**src/core/spr_pkg.sv**
```systemverilog
// Shared constants and types for the sleep, clock gating and reset controller.
package spr_pkg;

    // Register indices; the Avalon byte address is four times the index.
    localparam logic [7:0] IDX_CLOCK_GATE     = 8'h35;
    localparam logic [7:0] IDX_STATUS         = 8'h36;
    localparam logic [7:0] IDX_LOW_POWER      = 8'h3A;
    localparam logic [7:0] ADDR_CLOCK_GATE    = 8'(IDX_CLOCK_GATE * 4);
    localparam logic [7:0] ADDR_STATUS        = 8'(IDX_STATUS * 4);
    localparam logic [7:0] ADDR_LOW_POWER     = 8'(IDX_LOW_POWER * 4);

    // Reset values and implemented-bit masks.
    localparam logic [7:0] CLOCK_GATE_RESET   = 8'h00;
    localparam logic [7:0] LOW_POWER_RESET    = 8'h00;
    localparam logic [7:0] CLOCK_GATE_MASK    = 8'h07;
    localparam logic [7:0] LOW_POWER_MASK     = 8'h0F;

    // Field positions.
    localparam int unsigned DOZE_ARM_POS      = 0;
    localparam int unsigned MODE_LSB          = 1;
    localparam int unsigned MODE_MSB          = 3;
    localparam int unsigned TIMER_GATE_POS    = 0;
    localparam int unsigned CONV_GATE_POS     = 1;
    localparam int unsigned SERIAL_GATE_POS   = 2;

    // Low-power mode codes of power_mode_choice.
    localparam logic [2:0] MODE_IDLE          = 3'h0;
    localparam logic [2:0] MODE_NOISE_RED     = 3'h1;
    localparam logic [2:0] MODE_POWER_DOWN    = 3'h2;
    localparam logic [2:0] MODE_STANDBY       = 3'h4;

    // Cycle counts.
    localparam int unsigned WAKE_STALL_CYCLES = 4;
    localparam int unsigned COUNT_W           = 16;
    localparam logic [15:0] COUNT_ZERO        = 16'h0000;

    // Sleep sequencer states, Gray coded along active, sleep, start-up, stall.
    typedef enum logic [1:0] {
        SPR_ACTIVE  = 2'h0,
        SPR_SLEEP   = 2'h1,
        SPR_STARTUP = 2'h3,
        SPR_STALL   = 2'h2
    } spr_state_t;

    // Clock domain enables driven to the clock generator.
    typedef struct packed {
        logic osc;
        logic adc;
        logic io;
        logic nvm;
        logic cpu;
    } spr_clk_en_t;

    localparam spr_clk_en_t CLK_ALL_ON = 5'h1F;

endpackage

```
**src/core/spr_sleep_power_reset_control.sv**
```systemverilog
// What this block does
// - Mode field bits 3:1: 000 idle, 001 noise reduction, 010 power-down, 100 standby.
// - Halt instruction enters the chosen mode only while the arm bit is one.
// - Serial port gate bit 2 stops the serial port clock.
// - Converter gate bit 1 stops converter; comparator loses the input multiplexer.
// - Timer gate bit 0 freezes timer; clearing resumes it unchanged.
// - An enabled converter stays powered in every low-power mode.
// - After converter off then on, next conversion is extended.
// - Comparator is switched off automatically in power-down.
// - Voltage reference is on whenever comparator or converter needs it.
// - An enabled watchdog keeps running in every low-power mode.
// - With io clock stopped, input buffers off except wake-up pins.
// - Reset clears registers; afterwards execution starts at the reset vector.
// - Port reset follows the supply sources immediately, without a clock; the filtered pin and the watchdog pass through registers first.
// - Internal reset is stretched by a time-out after all sources end.
// - Four sources: supply rise, supply monitor, reset pin, watchdog.
// - Reset pin low longer than minimum pulse gives an external reset.
// - Watchdog expiry with reset mode enabled gives a watchdog reset.
// - Interrupt wakes: start-up time plus four stall cycles, then handler.
// - Each mode stops its documented clock domains; only power-down also stops the oscillator.
// - Reset during sleep wakes the device into the reset vector.
// - Gated peripheral is frozen and its registers are inaccessible.
//
// The Avalon-MM register port was left to the implementer.
`timescale 1ns/10ps
module spr_sleep_power_reset_control #(
    parameter int unsigned PINS           = 8,
    parameter int unsigned STARTUP_CYCLES = 16,
    parameter int unsigned EXT_MIN_CYCLES = 4,
    parameter int unsigned TOUT_CYCLES    = 1024
) (
    // Clock and reset
    input  wire logic                core_clk,
    input  wire logic                rstn,
    // Avalon-MM register slave
    input  wire logic [7:0]          avs_address,
    input  wire logic                avs_read,
    input  wire logic                avs_write,
    input  wire logic [31:0]         avs_writedata,
    input  wire logic [3:0]          avs_byteenable,
    output logic [31:0]              avs_readdata,
    output logic                     avs_waitrequest,
    // CPU core
    input  wire logic                halt_instr,
    input  wire logic                wake_irq,
    output logic                     cpu_from_vector,
    output logic                     irq_resume,
    // Reset sources
    input  wire logic                supply_rise_reset,
    input  wire logic                supply_level_monitor_reset,
    input  wire logic                ext_reset_n,
    input  wire logic                wdt_expire,
    input  wire logic                wdt_reset_mode,
    // Reset outputs
    output logic                     port_reset,
    output logic                     core_reset,
    // Clock domains
    output spr_pkg::spr_clk_en_t     clk_en,
    // Peripheral gating
    output logic                     timer_clk_en,
    output logic                     serial_clk_en,
    output logic                     conv_clk_en,
    output logic                     timer_access_en,
    output logic                     serial_access_en,
    output logic                     conv_access_en,
    output logic                     comp_mux_allow,
    // Analog and watchdog
    input  wire logic                conv_enable,
    input  wire logic                conv_uses_vref,
    input  wire logic                conv_start,
    input  wire logic                comp_enable,
    input  wire logic                comp_uses_vref,
    input  wire logic                wdt_enable,
    output logic                     conv_powered,
    output logic                     conv_extended,
    output logic                     comp_powered,
    output logic                     vref_on,
    output logic                     wdt_run,
    // Digital input buffers
    input  wire logic [PINS-1:0]     digital_input_disable_reg,
    input  wire logic [PINS-1:0]     wake_pin_mask,
    output logic [PINS-1:0]          input_buf_en
);

    localparam logic [15:0] STARTUP_LAST = 16'(STARTUP_CYCLES - 1);
    localparam logic [15:0] STALL_LAST   = 16'(spr_pkg::WAKE_STALL_CYCLES - 1);

    typedef struct packed {
        spr_pkg::spr_state_t  state;
        logic [2:0]           sleep_mode;
        logic [15:0]          count;
        logic [7:0]           clock_gate;
        logic [7:0]           low_power;
        logic                 ack;
        logic [31:0]          readdata;
        logic                 wdt_rst;
        logic                 rst_q;
        logic                 cpu_from_vector;
        logic                 irq_resume;
        spr_pkg::spr_clk_en_t clk_en;
        logic                 timer_clk_en;
        logic                 serial_clk_en;
        logic                 conv_clk_en;
        logic                 timer_access_en;
        logic                 serial_access_en;
        logic                 conv_access_en;
        logic                 comp_mux_allow;
        logic                 conv_powered;
        logic                 conv_extended;
        logic                 comp_powered;
        logic                 vref_on;
        logic                 wdt_run;
        logic [PINS-1:0]      input_buf_en;
    } spr_top_state_t;

    spr_top_state_t q;
    spr_top_state_t next_q;
    logic           ext_active;
    logic           src_active;
    logic           core_reset_w;

    spr_pulse_filter #(
        .MIN_CYCLES (EXT_MIN_CYCLES)
    ) u_pin_filter (
        .core_clk   (core_clk),
        .rstn       (rstn),
        .level_n    (ext_reset_n),
        .asserted   (ext_active)
    );

    assign src_active = supply_rise_reset | supply_level_monitor_reset | ext_active | q.wdt_rst;

    spr_reset_stretch #(
        .TOUT_CYCLES (TOUT_CYCLES)
    ) u_stretch (
        .core_clk    (core_clk),
        .rstn        (rstn),
        .src_active  (src_active),
        .port_reset  (port_reset),
        .core_reset  (core_reset_w)
    );

    assign core_reset = core_reset_w;

    always_comb
    begin
        logic        take_wr;
        logic        mode_ok;
        logic        pd_now;
        logic [2:0]  mode_field;
        next_q                 = q;
        next_q.cpu_from_vector = 1'b0;
        next_q.irq_resume      = 1'b0;
        take_wr                = avs_write & q.ack & avs_byteenable[0];
        mode_field             = q.low_power[spr_pkg::MODE_MSB:spr_pkg::MODE_LSB];

        // One wait cycle: request seen, then answered the following cycle.
        next_q.ack = (avs_read | avs_write) & ~q.ack;
        if ((avs_read | avs_write) && !q.ack)
        begin
            case (avs_address)
                spr_pkg::ADDR_CLOCK_GATE: next_q.readdata = {24'h000000, q.clock_gate};
                spr_pkg::ADDR_LOW_POWER:  next_q.readdata = {24'h000000, q.low_power};
                spr_pkg::ADDR_STATUS:     next_q.readdata = {26'h0000000, q.conv_extended,
                                                             q.sleep_mode[0], q.state,
                                                             q.conv_powered, q.comp_powered};
                default:                  next_q.readdata = 32'h00000000;
            endcase
        end

        // masked writes keep undefined bits zero
        if (take_wr && avs_address == spr_pkg::ADDR_CLOCK_GATE)
            next_q.clock_gate = avs_writedata[7:0] & spr_pkg::CLOCK_GATE_MASK;
        if (take_wr && avs_address == spr_pkg::ADDR_LOW_POWER)
            next_q.low_power = avs_writedata[7:0] & spr_pkg::LOW_POWER_MASK;

        next_q.wdt_rst = wdt_expire & wdt_reset_mode;

        mode_ok = (mode_field == spr_pkg::MODE_IDLE) || (mode_field == spr_pkg::MODE_NOISE_RED)
               || (mode_field == spr_pkg::MODE_POWER_DOWN)
               || (mode_field == spr_pkg::MODE_STANDBY);

        case (q.state)
            spr_pkg::SPR_ACTIVE:
            begin
                if (halt_instr && q.low_power[spr_pkg::DOZE_ARM_POS] && mode_ok)
                begin
                    next_q.state      = spr_pkg::SPR_SLEEP;
                    next_q.sleep_mode = mode_field;
                end
            end
            spr_pkg::SPR_SLEEP:
            begin
                if (wake_irq)
                begin
                    next_q.state = spr_pkg::SPR_STARTUP;
                    next_q.count = spr_pkg::COUNT_ZERO;
                end
            end
            spr_pkg::SPR_STARTUP:
            begin
                if (q.count == STARTUP_LAST)
                begin
                    next_q.state = spr_pkg::SPR_STALL;
                    next_q.count = spr_pkg::COUNT_ZERO;
                end
                else
                begin
                    next_q.count = q.count + 16'h0001;
                end
            end
            spr_pkg::SPR_STALL:
            begin
                if (q.count == STALL_LAST)
                begin
                    next_q.state      = spr_pkg::SPR_ACTIVE;
                    next_q.irq_resume = 1'b1;
                end
                else
                begin
                    next_q.count = q.count + 16'h0001;
                end
            end
            default:
            begin
                next_q.state = spr_pkg::SPR_ACTIVE;
            end
        endcase

        // reset clears registers and leaves sleep
        if (core_reset_w)
        begin
            next_q.state      = spr_pkg::SPR_ACTIVE;
            next_q.sleep_mode = spr_pkg::MODE_IDLE;
            next_q.count      = spr_pkg::COUNT_ZERO;
            next_q.clock_gate = spr_pkg::CLOCK_GATE_RESET;
            next_q.low_power  = spr_pkg::LOW_POWER_RESET;
            next_q.irq_resume = 1'b0;
        end
        next_q.rst_q = core_reset_w;
        // start from the reset vector on release
        next_q.cpu_from_vector = q.rst_q & ~core_reset_w;

        next_q.clk_en = spr_pkg::CLK_ALL_ON;
        case (next_q.state)
            spr_pkg::SPR_SLEEP:
            begin
                next_q.clk_en.cpu = 1'b0;
                next_q.clk_en.nvm = 1'b0;
                case (next_q.sleep_mode)
                    spr_pkg::MODE_NOISE_RED:
                        next_q.clk_en.io = 1'b0;
                    spr_pkg::MODE_POWER_DOWN:
                        next_q.clk_en = '0;
                    spr_pkg::MODE_STANDBY:
                        next_q.clk_en = '{osc: 1'b1, adc: 1'b0, io: 1'b0, nvm: 1'b0, cpu: 1'b0};
                    default:
                        next_q.clk_en.io = 1'b1;
                endcase
            end
            spr_pkg::SPR_STARTUP, spr_pkg::SPR_STALL:
                next_q.clk_en.cpu = 1'b0;
            default:
                next_q.clk_en = spr_pkg::CLK_ALL_ON;
        endcase

        next_q.timer_clk_en  = next_q.clk_en.io & ~next_q.clock_gate[spr_pkg::TIMER_GATE_POS];
        next_q.serial_clk_en = next_q.clk_en.io & ~next_q.clock_gate[spr_pkg::SERIAL_GATE_POS];
        next_q.conv_clk_en   = next_q.clk_en.adc & ~next_q.clock_gate[spr_pkg::CONV_GATE_POS];
        next_q.timer_access_en  = ~next_q.clock_gate[spr_pkg::TIMER_GATE_POS];
        next_q.serial_access_en = ~next_q.clock_gate[spr_pkg::SERIAL_GATE_POS];
        next_q.conv_access_en   = ~next_q.clock_gate[spr_pkg::CONV_GATE_POS];
        next_q.comp_mux_allow   = ~next_q.clock_gate[spr_pkg::CONV_GATE_POS];

        next_q.conv_powered = conv_enable & ~next_q.clock_gate[spr_pkg::CONV_GATE_POS];
        // set on power-up wins over the clear
        if (conv_start)
            next_q.conv_extended = 1'b0;
        if (next_q.conv_powered && !q.conv_powered)
            next_q.conv_extended = 1'b1;

        pd_now = (next_q.state == spr_pkg::SPR_SLEEP)
              && (next_q.sleep_mode == spr_pkg::MODE_POWER_DOWN);
        next_q.comp_powered = comp_enable & ~pd_now;
        next_q.vref_on = (next_q.comp_powered & comp_uses_vref)
                       | (next_q.conv_powered & conv_uses_vref);
        next_q.wdt_run = wdt_enable;
        // buffers off while io clock stopped, wake pins kept
        next_q.input_buf_en = ~digital_input_disable_reg
                            & (next_q.clk_en.io ? {PINS{1'b1}} : wake_pin_mask);
    end

    always_ff @(posedge core_clk or negedge rstn)
    begin
        if (!rstn)
        begin
            q              <= '0;
            q.state        <= spr_pkg::SPR_ACTIVE;
            q.clock_gate   <= spr_pkg::CLOCK_GATE_RESET;
            q.low_power    <= spr_pkg::LOW_POWER_RESET;
            q.rst_q        <= 1'b1;
            q.clk_en       <= spr_pkg::CLK_ALL_ON;
        end
        else
        begin
            q <= next_q;
        end
    end

    assign avs_readdata     = q.readdata;
    assign avs_waitrequest  = ~q.ack;
    assign cpu_from_vector  = q.cpu_from_vector;
    assign irq_resume       = q.irq_resume;
    assign clk_en           = q.clk_en;
    assign timer_clk_en     = q.timer_clk_en;
    assign serial_clk_en    = q.serial_clk_en;
    assign conv_clk_en      = q.conv_clk_en;
    assign timer_access_en  = q.timer_access_en;
    assign serial_access_en = q.serial_access_en;
    assign conv_access_en   = q.conv_access_en;
    assign comp_mux_allow   = q.comp_mux_allow;
    assign conv_powered     = q.conv_powered;
    assign conv_extended    = q.conv_extended;
    assign comp_powered     = q.comp_powered;
    assign vref_on          = q.vref_on;
    assign wdt_run          = q.wdt_run;
    assign input_buf_en     = q.input_buf_en;

endmodule // spr_sleep_power_reset_control

```
**src/core/spr_pulse_filter.sv**
```systemverilog
// Low-level pulse filter for the external reset pin.
`timescale 1ns/10ps
module spr_pulse_filter #(
    parameter int unsigned MIN_CYCLES = 4
) (
    // Clock and reset
    input  wire logic core_clk,
    input  wire logic rstn,
    // Pin and result
    input  wire logic level_n,
    output logic      asserted
);

    typedef struct packed {
        logic [15:0] count;
        logic        asserted;
    } spr_filt_state_t;

    localparam logic [15:0] LIMIT = 16'(MIN_CYCLES);

    spr_filt_state_t q;
    spr_filt_state_t next_q;

    // The reset is raised only once the pin has been low longer than the minimum.
    always_comb
    begin
        next_q = q;
        if (level_n)
        begin
            next_q.count    = spr_pkg::COUNT_ZERO;
            next_q.asserted = 1'b0;
        end
        else if (q.count < LIMIT)
        begin
            next_q.count = q.count + 16'h0001;
        end
        else
        begin
            next_q.asserted = 1'b1;
        end
    end

    always_ff @(posedge core_clk or negedge rstn)
    begin
        if (!rstn)
            q <= '0;
        else
            q <= next_q;
    end

    assign asserted = q.asserted;

endmodule // spr_pulse_filter

```
**src/core/spr_reset_stretch.sv**
```systemverilog
// Reset stretcher: asserts without a clock, releases after a time-out count.
`timescale 1ns/10ps
module spr_reset_stretch #(
    parameter int unsigned TOUT_CYCLES = 1024
) (
    // Clock and reset
    input  wire logic core_clk,
    input  wire logic rstn,
    // Combined reset sources, active high
    input  wire logic src_active,
    // Reset outputs
    output logic      port_reset,
    output logic      core_reset
);

    typedef struct packed {
        logic [15:0] count;
        logic        port_reset;
        logic        core_reset;
    } spr_stretch_state_t;

    localparam logic [15:0] LAST = 16'(TOUT_CYCLES - 1);

    spr_stretch_state_t q;
    spr_stretch_state_t next_q;
    logic               arst_n;

    // Any source forces both resets at once, with or without a running clock.
    assign arst_n = rstn & ~src_active;

    always_comb
    begin
        next_q            = q;
        next_q.port_reset = 1'b0;
        if (q.core_reset)
        begin
            if (q.count == LAST)
                next_q.core_reset = 1'b0;
            else
                next_q.count = q.count + 16'h0001;
        end
    end

    always_ff @(posedge core_clk or negedge arst_n)
    begin
        if (!arst_n)
            q <= '{count: 16'h0000, port_reset: 1'b1, core_reset: 1'b1};
        else
            q <= next_q;
    end

    assign port_reset = q.port_reset;
    assign core_reset = q.core_reset;

endmodule // spr_reset_stretch

```
**config.mk**
```make
export PLATFORM = sky130hd
export DESIGN_NAME = spr_sleep_power_reset_control
export DESIGN_NICKNAME = d
export VERILOG_FILES = /design/src/core/spr_pkg.sv /design/src/core/spr_sleep_power_reset_control.sv /design/src/core/spr_pulse_filter.sv /design/src/core/spr_reset_stretch.sv
export SDC_FILE = /design/constraint.sdc
export NUM_CORES = 1
export LEC_CHECK = 0
export ABC_CLOCK_PERIOD_IN_PS = 1340
export BUFFER_PORTS_ARGS = -buffer_cell sky130_fd_sc_hd__buf_2
export CAP_MARGIN = 20
export CORE_ASPECT_RATIO = 0.7
export CORE_MARGIN = 10
export CORE_UTILIZATION = 29
export CTS_CLUSTER_SIZE = 20
export DETAILED_ROUTE_END_ITERATION = 12
export GPL_TIMING_DRIVEN = 0
export PLACE_DENSITY_LB_ADDON = 0.12
export SYNTH_ARGS = -nofsm -noshare
export SYNTH_HDL_FRONTEND = slang
export SYNTH_SLANG_ARGS = --single-unit
```
**constraint.sdc**
```tcl
create_clock -name core_clk -period 1.34 [get_ports core_clk]
set_clock_uncertainty 0.15 [all_clocks]
set_input_delay 0.201 -clock core_clk [delete_from_list [all_inputs] [get_ports core_clk]]
set_output_delay 0.201 -clock core_clk [all_outputs]
set_load 0.02 [all_outputs]
```
## Word level (Yosys, flattened, before mapping)

Cells that the tools add are included.

| storage, ports and cells | value |
|---|---|
| flip-flop bits (word level) | 133 |
| input bits | 77 |

| operators by class | value |
|---|---|
| mux-type cells | 29 |
| add/sub/neg operators | 3 |
| reductions and logical operators | 23 |
| equal/unequal tests | 21 |
| magnitude comparators | 1 |
| bitwise gates (word level) | 28 |

Operators by type and width:

| operator | number |
|---|---|
| 16-bit two-way mux | 4 |
| 16-bit by 1-bit adder with 16-bit output (second input constant) | 3 |
| 16-bit one-hot mux with 3 select lines | 1 |
| 37-bit two-way mux | 1 |
| 8-bit == test (second input constant) | 3 |
| 8-bit two-way mux | 3 |
| 8-bit one-hot mux with 3 select lines | 1 |
| 17-bit two-way mux | 1 |
| 16-bit by 10-bit == test with 1-bit output (second input constant) | 1 |
| 16-bit by 2-bit == test with 1-bit output (second input constant) | 1 |
| 16-bit by 4-bit == test with 1-bit output (second input constant) | 1 |
| 16-bit by 3-bit < comparator with 1-bit output (second input constant) | 1 |
| 1-bit AND | 13 |
| 1-bit two-way mux | 10 |
| 8-bit AND | 1 |
| 2-bit == test (second input constant) | 4 |
| 1-bit inverter | 8 |
| 8-bit inverter | 1 |
| 2-bit one-hot mux with 4 select lines | 1 |
| 2-bit nonzero test | 4 |
| 1-bit logical AND | 7 |
| 3-bit by 1-bit == test with 1-bit output (second input constant) | 2 |
| 3-bit by 2-bit == test with 1-bit output (second input constant) | 2 |
| 3-bit == test (second input constant) | 2 |
| other kinds (17) | 29 |

## Depth between registers and ports, before layout

Gate-level depths: netlist (run 1).

| depth | value |
|---|---|
| depth after elaboration | 14 |
| mapped depth | 7 |

## Hierarchy

From an unflattened synthesis (run 1), not the netlist that was laid out.

| unflattened totals | value |
|---|---|
| cells, all modules | 470 |
| area, all modules | 4966.0 um^2 |

Modules (own cells, without submodules):

| module | cells each | area each (um^2) | seq. area each (um^2) | instances |
|---|---|---|---|---|
| spr_sleep_power_reset_control | 354 | 3452.1 | 1609.0 | 1 |
| spr_reset_stretch | 68 | 868.3 | 452.9 | 1 |
| spr_pulse_filter | 48 | 645.6 | 425.4 | 1 |

## Worst setup path after synthesis (run 1)

OpenSTA, ideal clock, no wires.

| timing path | value |
|---|---|
| kind | register to register |
| start point | register q[65] (netlist bit) |
| end point | register q (netlist bit input_buf_en[0]) |
| stages on the path, launching flop included | 8 |
| path buffers | 2 |
| arrival time | 1.883 ns |
| data required time | 1.069 ns |
| setup slack | -0.814 ns |
| library setup time | 0.121 ns |
| cell sequence | dfrtp_1 > buf_6 > maj3_2 > o21ba_1 > a311o_1 > nor4_2 > buf_4 > a21oi_1 |

RTL lines:

| item | line | RTL |
|---|---|---|
| from (decl) | spr_sleep_power_reset_control.sv:116 | `spr_top_state_t q;` |
| from (signal assigned) | spr_sleep_power_reset_control.sv:306 | `q <= next_q;` |

==> metrics.csv, run 1 <==
metric;value;unit
status;finished with violations;
failing checks;negative setup slack;
DPL Wire Length;8.18;mm
post-synthesis mux area share;0.0304;
Final setup viols;77;
row count;38;
via count;3849;
CTS tree;yes;
post-synthesis sequential area ratio;0.534;
setup ws final;-0.708;ns
WL/cell;15.5;microns
CTS Buf Count;9;
WS Path Type;flop to flop;
H-tree depth;3;
main combinational cell family by area after synthesis;simple AND/OR/NAND/NOR gates;
critical path launch point type;flop;
post-synthesis adder-cell area fraction;0.0105;
Initial Util;0.298;
total count of hold-check failures in the final report;0;
commonest non-fill, non-tap cell in the layout;dfrtp_1;
vias in the first global route;3846;
Lkg Pwr;3.31;nW
GRT overflow;0;
PD cells;1160;nW/um^2
Via density;4.54;
Top FF cell, synth;dfrtp_1;
Worst Path Required;1.43;ns
Synth Instances;451;
final core occ;0.466;
Gate power share;0.289;
antenna violations before repair;1;
compound-gate portion of the synthesized area;0.0873;
RSZ-0062 raised after global routing;true;
first-pass GRT wire length;20.3;mm
placed cell area;5540;sq um
final instance area;7300;sq um
DRT Wirelength;13.1;mm
sw power;2.54;mW
clk slew on worst S/H paths;0.07;ns
core area;15600;sq um
clock network power share;0.321;
endpoint class of the critical path;flop;
Synth Area in Simple Gates;0.192;
Sw Share;0.301;
final period utilization;1.53;
Clock Tree Buf Depth;2;
all-layer global routing usage;0.116;
Detailed Route Iter0 Violations;216;
Sequential Power Share;0.390;
DRC;0;
gpl congestion;0.781;
post-route ant nets;0;
max-cap violations;0;
Synthesis Warnings;0;
Post-synth EDFFs;0;
library cells used by synthesis;53;
largest net degree at the start of global routing;69;
CTS root buffer;clkbuf_16;
commonest non-fill, non-tap cells in the layout;dfrtp_1 (80), buf_4 (67), buf_2 (55);
share of cells above drive strength 1;0.472;
worst slew pin tran;0.488;ns
CP arrival;2.14;ns
Fmax;488;MHz
Mapped Area;4660;sq um
Rel. slew slack;0.671;
peak supply drop;0.605;mV
Async SR Flop Fraction;1.00;
# nets final;721;
crit path time final;2.05;ns
Seq cells post-synth;99;
Mapped Avg Cell Area;10.3;sq um
clk sink count;99;
I/O Buffers;83;
worst min path class;input pin to flop;
latest clock arrival within the worst-skew pair;0.34;ns
Crit Path Max Fanout;8;
Die Y-Extent;126;microns
area delta synth->final;56.6;%
XOR/XNOR Fraction of Synth Area;0.0357;
io pins;139;
Max Slew Vio Count;0;
area of the die;21600;sq um
Pre-antenna DRT Iters;4;
Pint;5.90;mW
Die W;171;microns
area by class of cell:
cell class                 instances  area (sq um)
buffer                            41           379
timing repair buffer             174          1480
tap                              200           250
fill                            1445          8350
clock inverter                     4          56.3
antenna                            1          2.50
inverter                          25          97.6
multi-input combinational        291          2270
clock buffer                      12           256
sequential                        99          2500
path summary, 6_finish.rpt:
kind / start / endpoint / slack (ns) / cells past startpoint
max: q[86] / comp_powered / -0.71 / 6
min: avs_writedata[1] / q[63] / 0.02 / 3
max reg2reg: q[86] / comp_powered / -0.71 / 6
min reg2reg: u_stretch.q[7] / u_stretch.q[7] / 0.32 / 1
max in group asynchronous: rstn / u_stretch.q[14] / 0.20 / 3
min in group asynchronous: supply_rise_reset / u_stretch.q[2] / 0.05 / 3
state kept, by name (all words and copies together), names as in the netlist, 5 cells and up:
signal	cells
avs_readdata	7
clk_en	5
input_buf_en	8
q	31
u_pin_filter.q	16
u_stretch.q	16
synth_stat cells, types with 2 or more instances:
library cell / number / area [sq um]
a211oi_1: 3 / 22.5
a21oi_1: 14 / 70.1
a222oi_1: 3 / 30.0
and2_1: 9 / 56.3
and3_1: 3 / 18.8
and4_1: 3 / 26.3
buf_4: 47 / 353
buf_6: 2 / 22.5
clkbuf_1: 10 / 37.5
dfrtp_1: 91 / 2280
dfstp_2: 8 / 210
ha_1: 3 / 37.5
inv_1: 25 / 93.8
mux2i_1: 13 / 130
nand2_1: 25 / 93.8
nand2b_1: 2 / 12.5
nand3_1: 16 / 80.1
nand4_1: 14 / 87.6
nor2_1: 34 / 128
nor2b_1: 16 / 100
nor3_1: 16 / 80.1
nor4_1: 13 / 81.3
nor4_2: 2 / 25.0
nor4b_1: 3 / 26.3
o21ai_0: 26 / 130
o31ai_1: 5 / 37.5
o41ai_1: 2 / 17.5
xnor2_1: 12 / 105
xor2_1: 7 / 61.3
per-layer routing:
metal | up-vias | track usage | wire length [microns]
met5 | - | 0 | 0
met4 | 0 | 0.0245 | 96
met3 | 11 | 0.0346 | 818
met2 | 87 | 0.184 | 6190
met1 | 1868 | 0.152 | 6000
li1 | 1883 | - | -
kinds of logic after synthesis:
family                     count (synthesis)
adders and majority gates                  4
AOI/OAI and AO/OA                         64
buffers and inverters                     85
xor gates and xnor gates                  19
muxes                                     14
DFF                                       99
and+or+nand+nor                          165
other                                      1
critical path: stages (launching register included):
cell     delay [ns]
dfrtp_1        0.56
nor4_4         0.06
and2_4         0.16
buf_4          0.14
a311o_1        0.34
or3_4          0.39
and2_4         0.15
what timing repair did:
action / in CTS / in global routing
hold buffers: 28 / 0
pin swaps: 25 / 29
setup buffers: 37 / 27
hold endpoints to repair: 115 / 0
gates cloned: 1 / 2
gates resized for setup: 146 / 87
setup endpoints to repair: 116 / 103
per-stage QoR:
step	instances	hold WS [ns]	power (mW)	worst slack (ns)	TNS [ns]
2_1_floorplan	475	-0.245	4.16	-0.666	-27.68
3_3_place_gp	758	0.161	4.58	-1.35	-135.23
3_5_place_dp	759	-0.0811	4.61	-1.12	-53.30
4_1_cts	831	0.0188	7.95	-0.769	-34.46
5_1_grt	846	0.0425	8.84	-0.800	-39.62
6_report	847	0.0206	8.44	-0.708	-33.81
power groups by stage:
| stage | combinational [mW] | clock [mW] | sequential, mW |
|---|---|---|---|
| floorplan | 0.868 | 0 | 3.29 |
| global placement | 1.27 | 0 | 3.30 |
| detailed placement | 1.30 | 0 | 3.31 |
| CTS | 1.87 | 2.80 | 3.28 |
| global route | 2.59 | 2.94 | 3.32 |
| finish | 2.44 | 2.71 | 3.30 |
No activity file was read; power rests on OpenSTA's default activity.
==> inputs of run 2 (changes only) <==
ABC_CLOCK_PERIOD_IN_PS = 2050   (was 1340)
clock period = 2.05 ns   (was 1.34 ns; I/O delays follow)
==> run 2 against run 1 <==
Compared with the run above: the flow still finishes with violations (negative setup slack); sequential share of layout area is 5.9 points higher; utilization decreased by 7.0 points; sequential power shrank 35%; highest routed layer unchanged; first-iteration DRC count shrank 10%; register-to-register slack improved by 0.64 ns; critical path depth unchanged; clock power is 35% lower.
==> metrics.csv, run 2 (synthesis gave the netlist of run 1 again) <==
metric;value;unit
number of diodes;0;
peak supply drop;0.334;mV
DPL Wire Length;8.21;mm
status;finished with violations;
latest clock arrival within the worst-skew pair;0.35;ns
Final setup viols;13;
hold slack;0.0132;ns
area delta synth->final;33.1;%
Lkg Pwr;2.89;nW
commonest non-fill, non-tap cell in the layout;dfrtp_1;
I/O Buffers;83;
gpl congestion;0.828;
Worst Path Required;2.14;ns
Die Y-Extent;126;microns
vias in the first global route;3559;
crit path launch;q[83];
H-tree depth;3;
area of the die;21600;sq um
Initial Util;0.298;
fillers;1530;
all-layer global routing usage;0.106;
DRC;0;
PD cells;790;nW/um^2
WS Path Type;flop to flop;
CP arrival;2.21;ns
Largest Register;q;
setup ws final;-0.0663;ns
pre-CTS WS;-0.491;ns
failing checks;negative setup slack;
CTS tree;yes;
DRT Wirelength;11.6;mm
antenna violations before repair;0;
critical path launch point type;flop;
Die W;171;microns
via count;3622;
max reg flops;31;
Via density;4.52;
worst min path class;input pin to flop;
io pins;139;
# nets final;676;
final setup TNS;-0.640;ns
GRT overflow;0;
reg2reg setup slack;-0.07;ns
Pre-antenna DRT Iters;4;
first-pass GRT wire length;18.4;mm
RSZ-0062 raised after global routing;true;
max-cap violations;0;
clk sink count;99;
crit path time final;2.12;ns
final period utilization;1.03;
Clock Tree Buf Depth;2;
HP Start;wdt_reset_mode;
Max Slew Vio Count;0;
placed cell area;5450;sq um
WL/cell;14.5;microns
Detailed Route Iter0 Violations;194;
worst r2r src;q[83];
row count;38;
Fmax;473;MHz
clk slew on worst S/H paths;0.07;ns
commonest non-fill, non-tap cells in the layout;dfrtp_1 (86), buf_2 (82), buf_4 (63);
total count of hold-check failures in the final report;0;
Largest regs;q (31), u_pin_filter.q (16), u_stretch.q (16);
endpoint class of the critical path;flop;
worst slew pin tran;0.820;ns
post-route ant nets;0;
core area;15600;sq um
CTS Buf Count;9;
Rel. slew slack;0.453;
total power draw;4.90;mW
final instance area;6200;sq um
share of cells above drive strength 1;0.364;
CTS root buffer;clkbuf_16;
largest net degree at the start of global routing;64;
Crit Path Max Fanout;6;
==> run 2: cell type report <==
| class | instances | area, sq um | share of cell area |
|---|---|---|---|
| plain buffers | 57 | 408 | 0.0658 |
| well taps | 200 | 250 | 0.0403 |
| multi-input cells | 291 | 1950 | 0.314 |
| clock inverters | 7 | 80.1 | 0.0129 |
| clock buffers | 9 | 225 | 0.0363 |
| flip-flops and latches | 99 | 2490 | 0.402 |
| repair buffers | 113 | 702 | 0.113 |
| inverters | 25 | 93.8 | 0.0151 |
==> run 2: path summary, 6_finish.rpt <==
check                           cells past startpoint            endpoint
worst max register to register                      6        comp_powered
worst max-delay path                                6        comp_powered
min in group asynchronous                           2  u_pin_filter.q[10]
worst min register to register                      2     avs_readdata[5]
max in group asynchronous                           3     u_stretch.q[11]
worst min-delay path                                2               q[28]
==> run 2: timing repair <==
action / CTS / global route
buffers inserted: 9 / 9
hold endpoints to repair: 28 / 0
cloned: 0 / 1
pin swaps: 3 / 13
resized for setup: 22 / 40
hold buffers: 11 / 0
setup endpoints to repair: 41 / 39
==> run 2: critical path: stages (launching register included) <==
cell and delay [ns]:
dfrtp_2 0.46, nor4_4 0.34, and2_4 0.23, a31oi_4 0.12, buf_6 0.16, or3_4 0.41, and2_4 0.15
==> run 2: stage by stage <==
step,utilization,cells
2_1_floorplan,-,475
3_3_place_gp,0.346,758
3_5_place_dp,0.348,759
4_1_cts,0.384,794
5_1_grt,0.396,801
6_report,0.396,801
==> run 2: power breakdown <==
part           internal, mW  switching (mW)  leakage (nW)  total [mW]
clock                 0.967           0.790         0.149        1.76
sequential             2.05          0.0842          1.27        2.13
combinational         0.434           0.575          1.47        1.01
total                  3.45            1.45          2.89        4.90
==> run 2: metal layers <==
layer  track usage  wire (microns)
met1         0.146            5790
met2         0.153            4910
met3        0.0362             775
met4        0.0291             141
met5             0               0
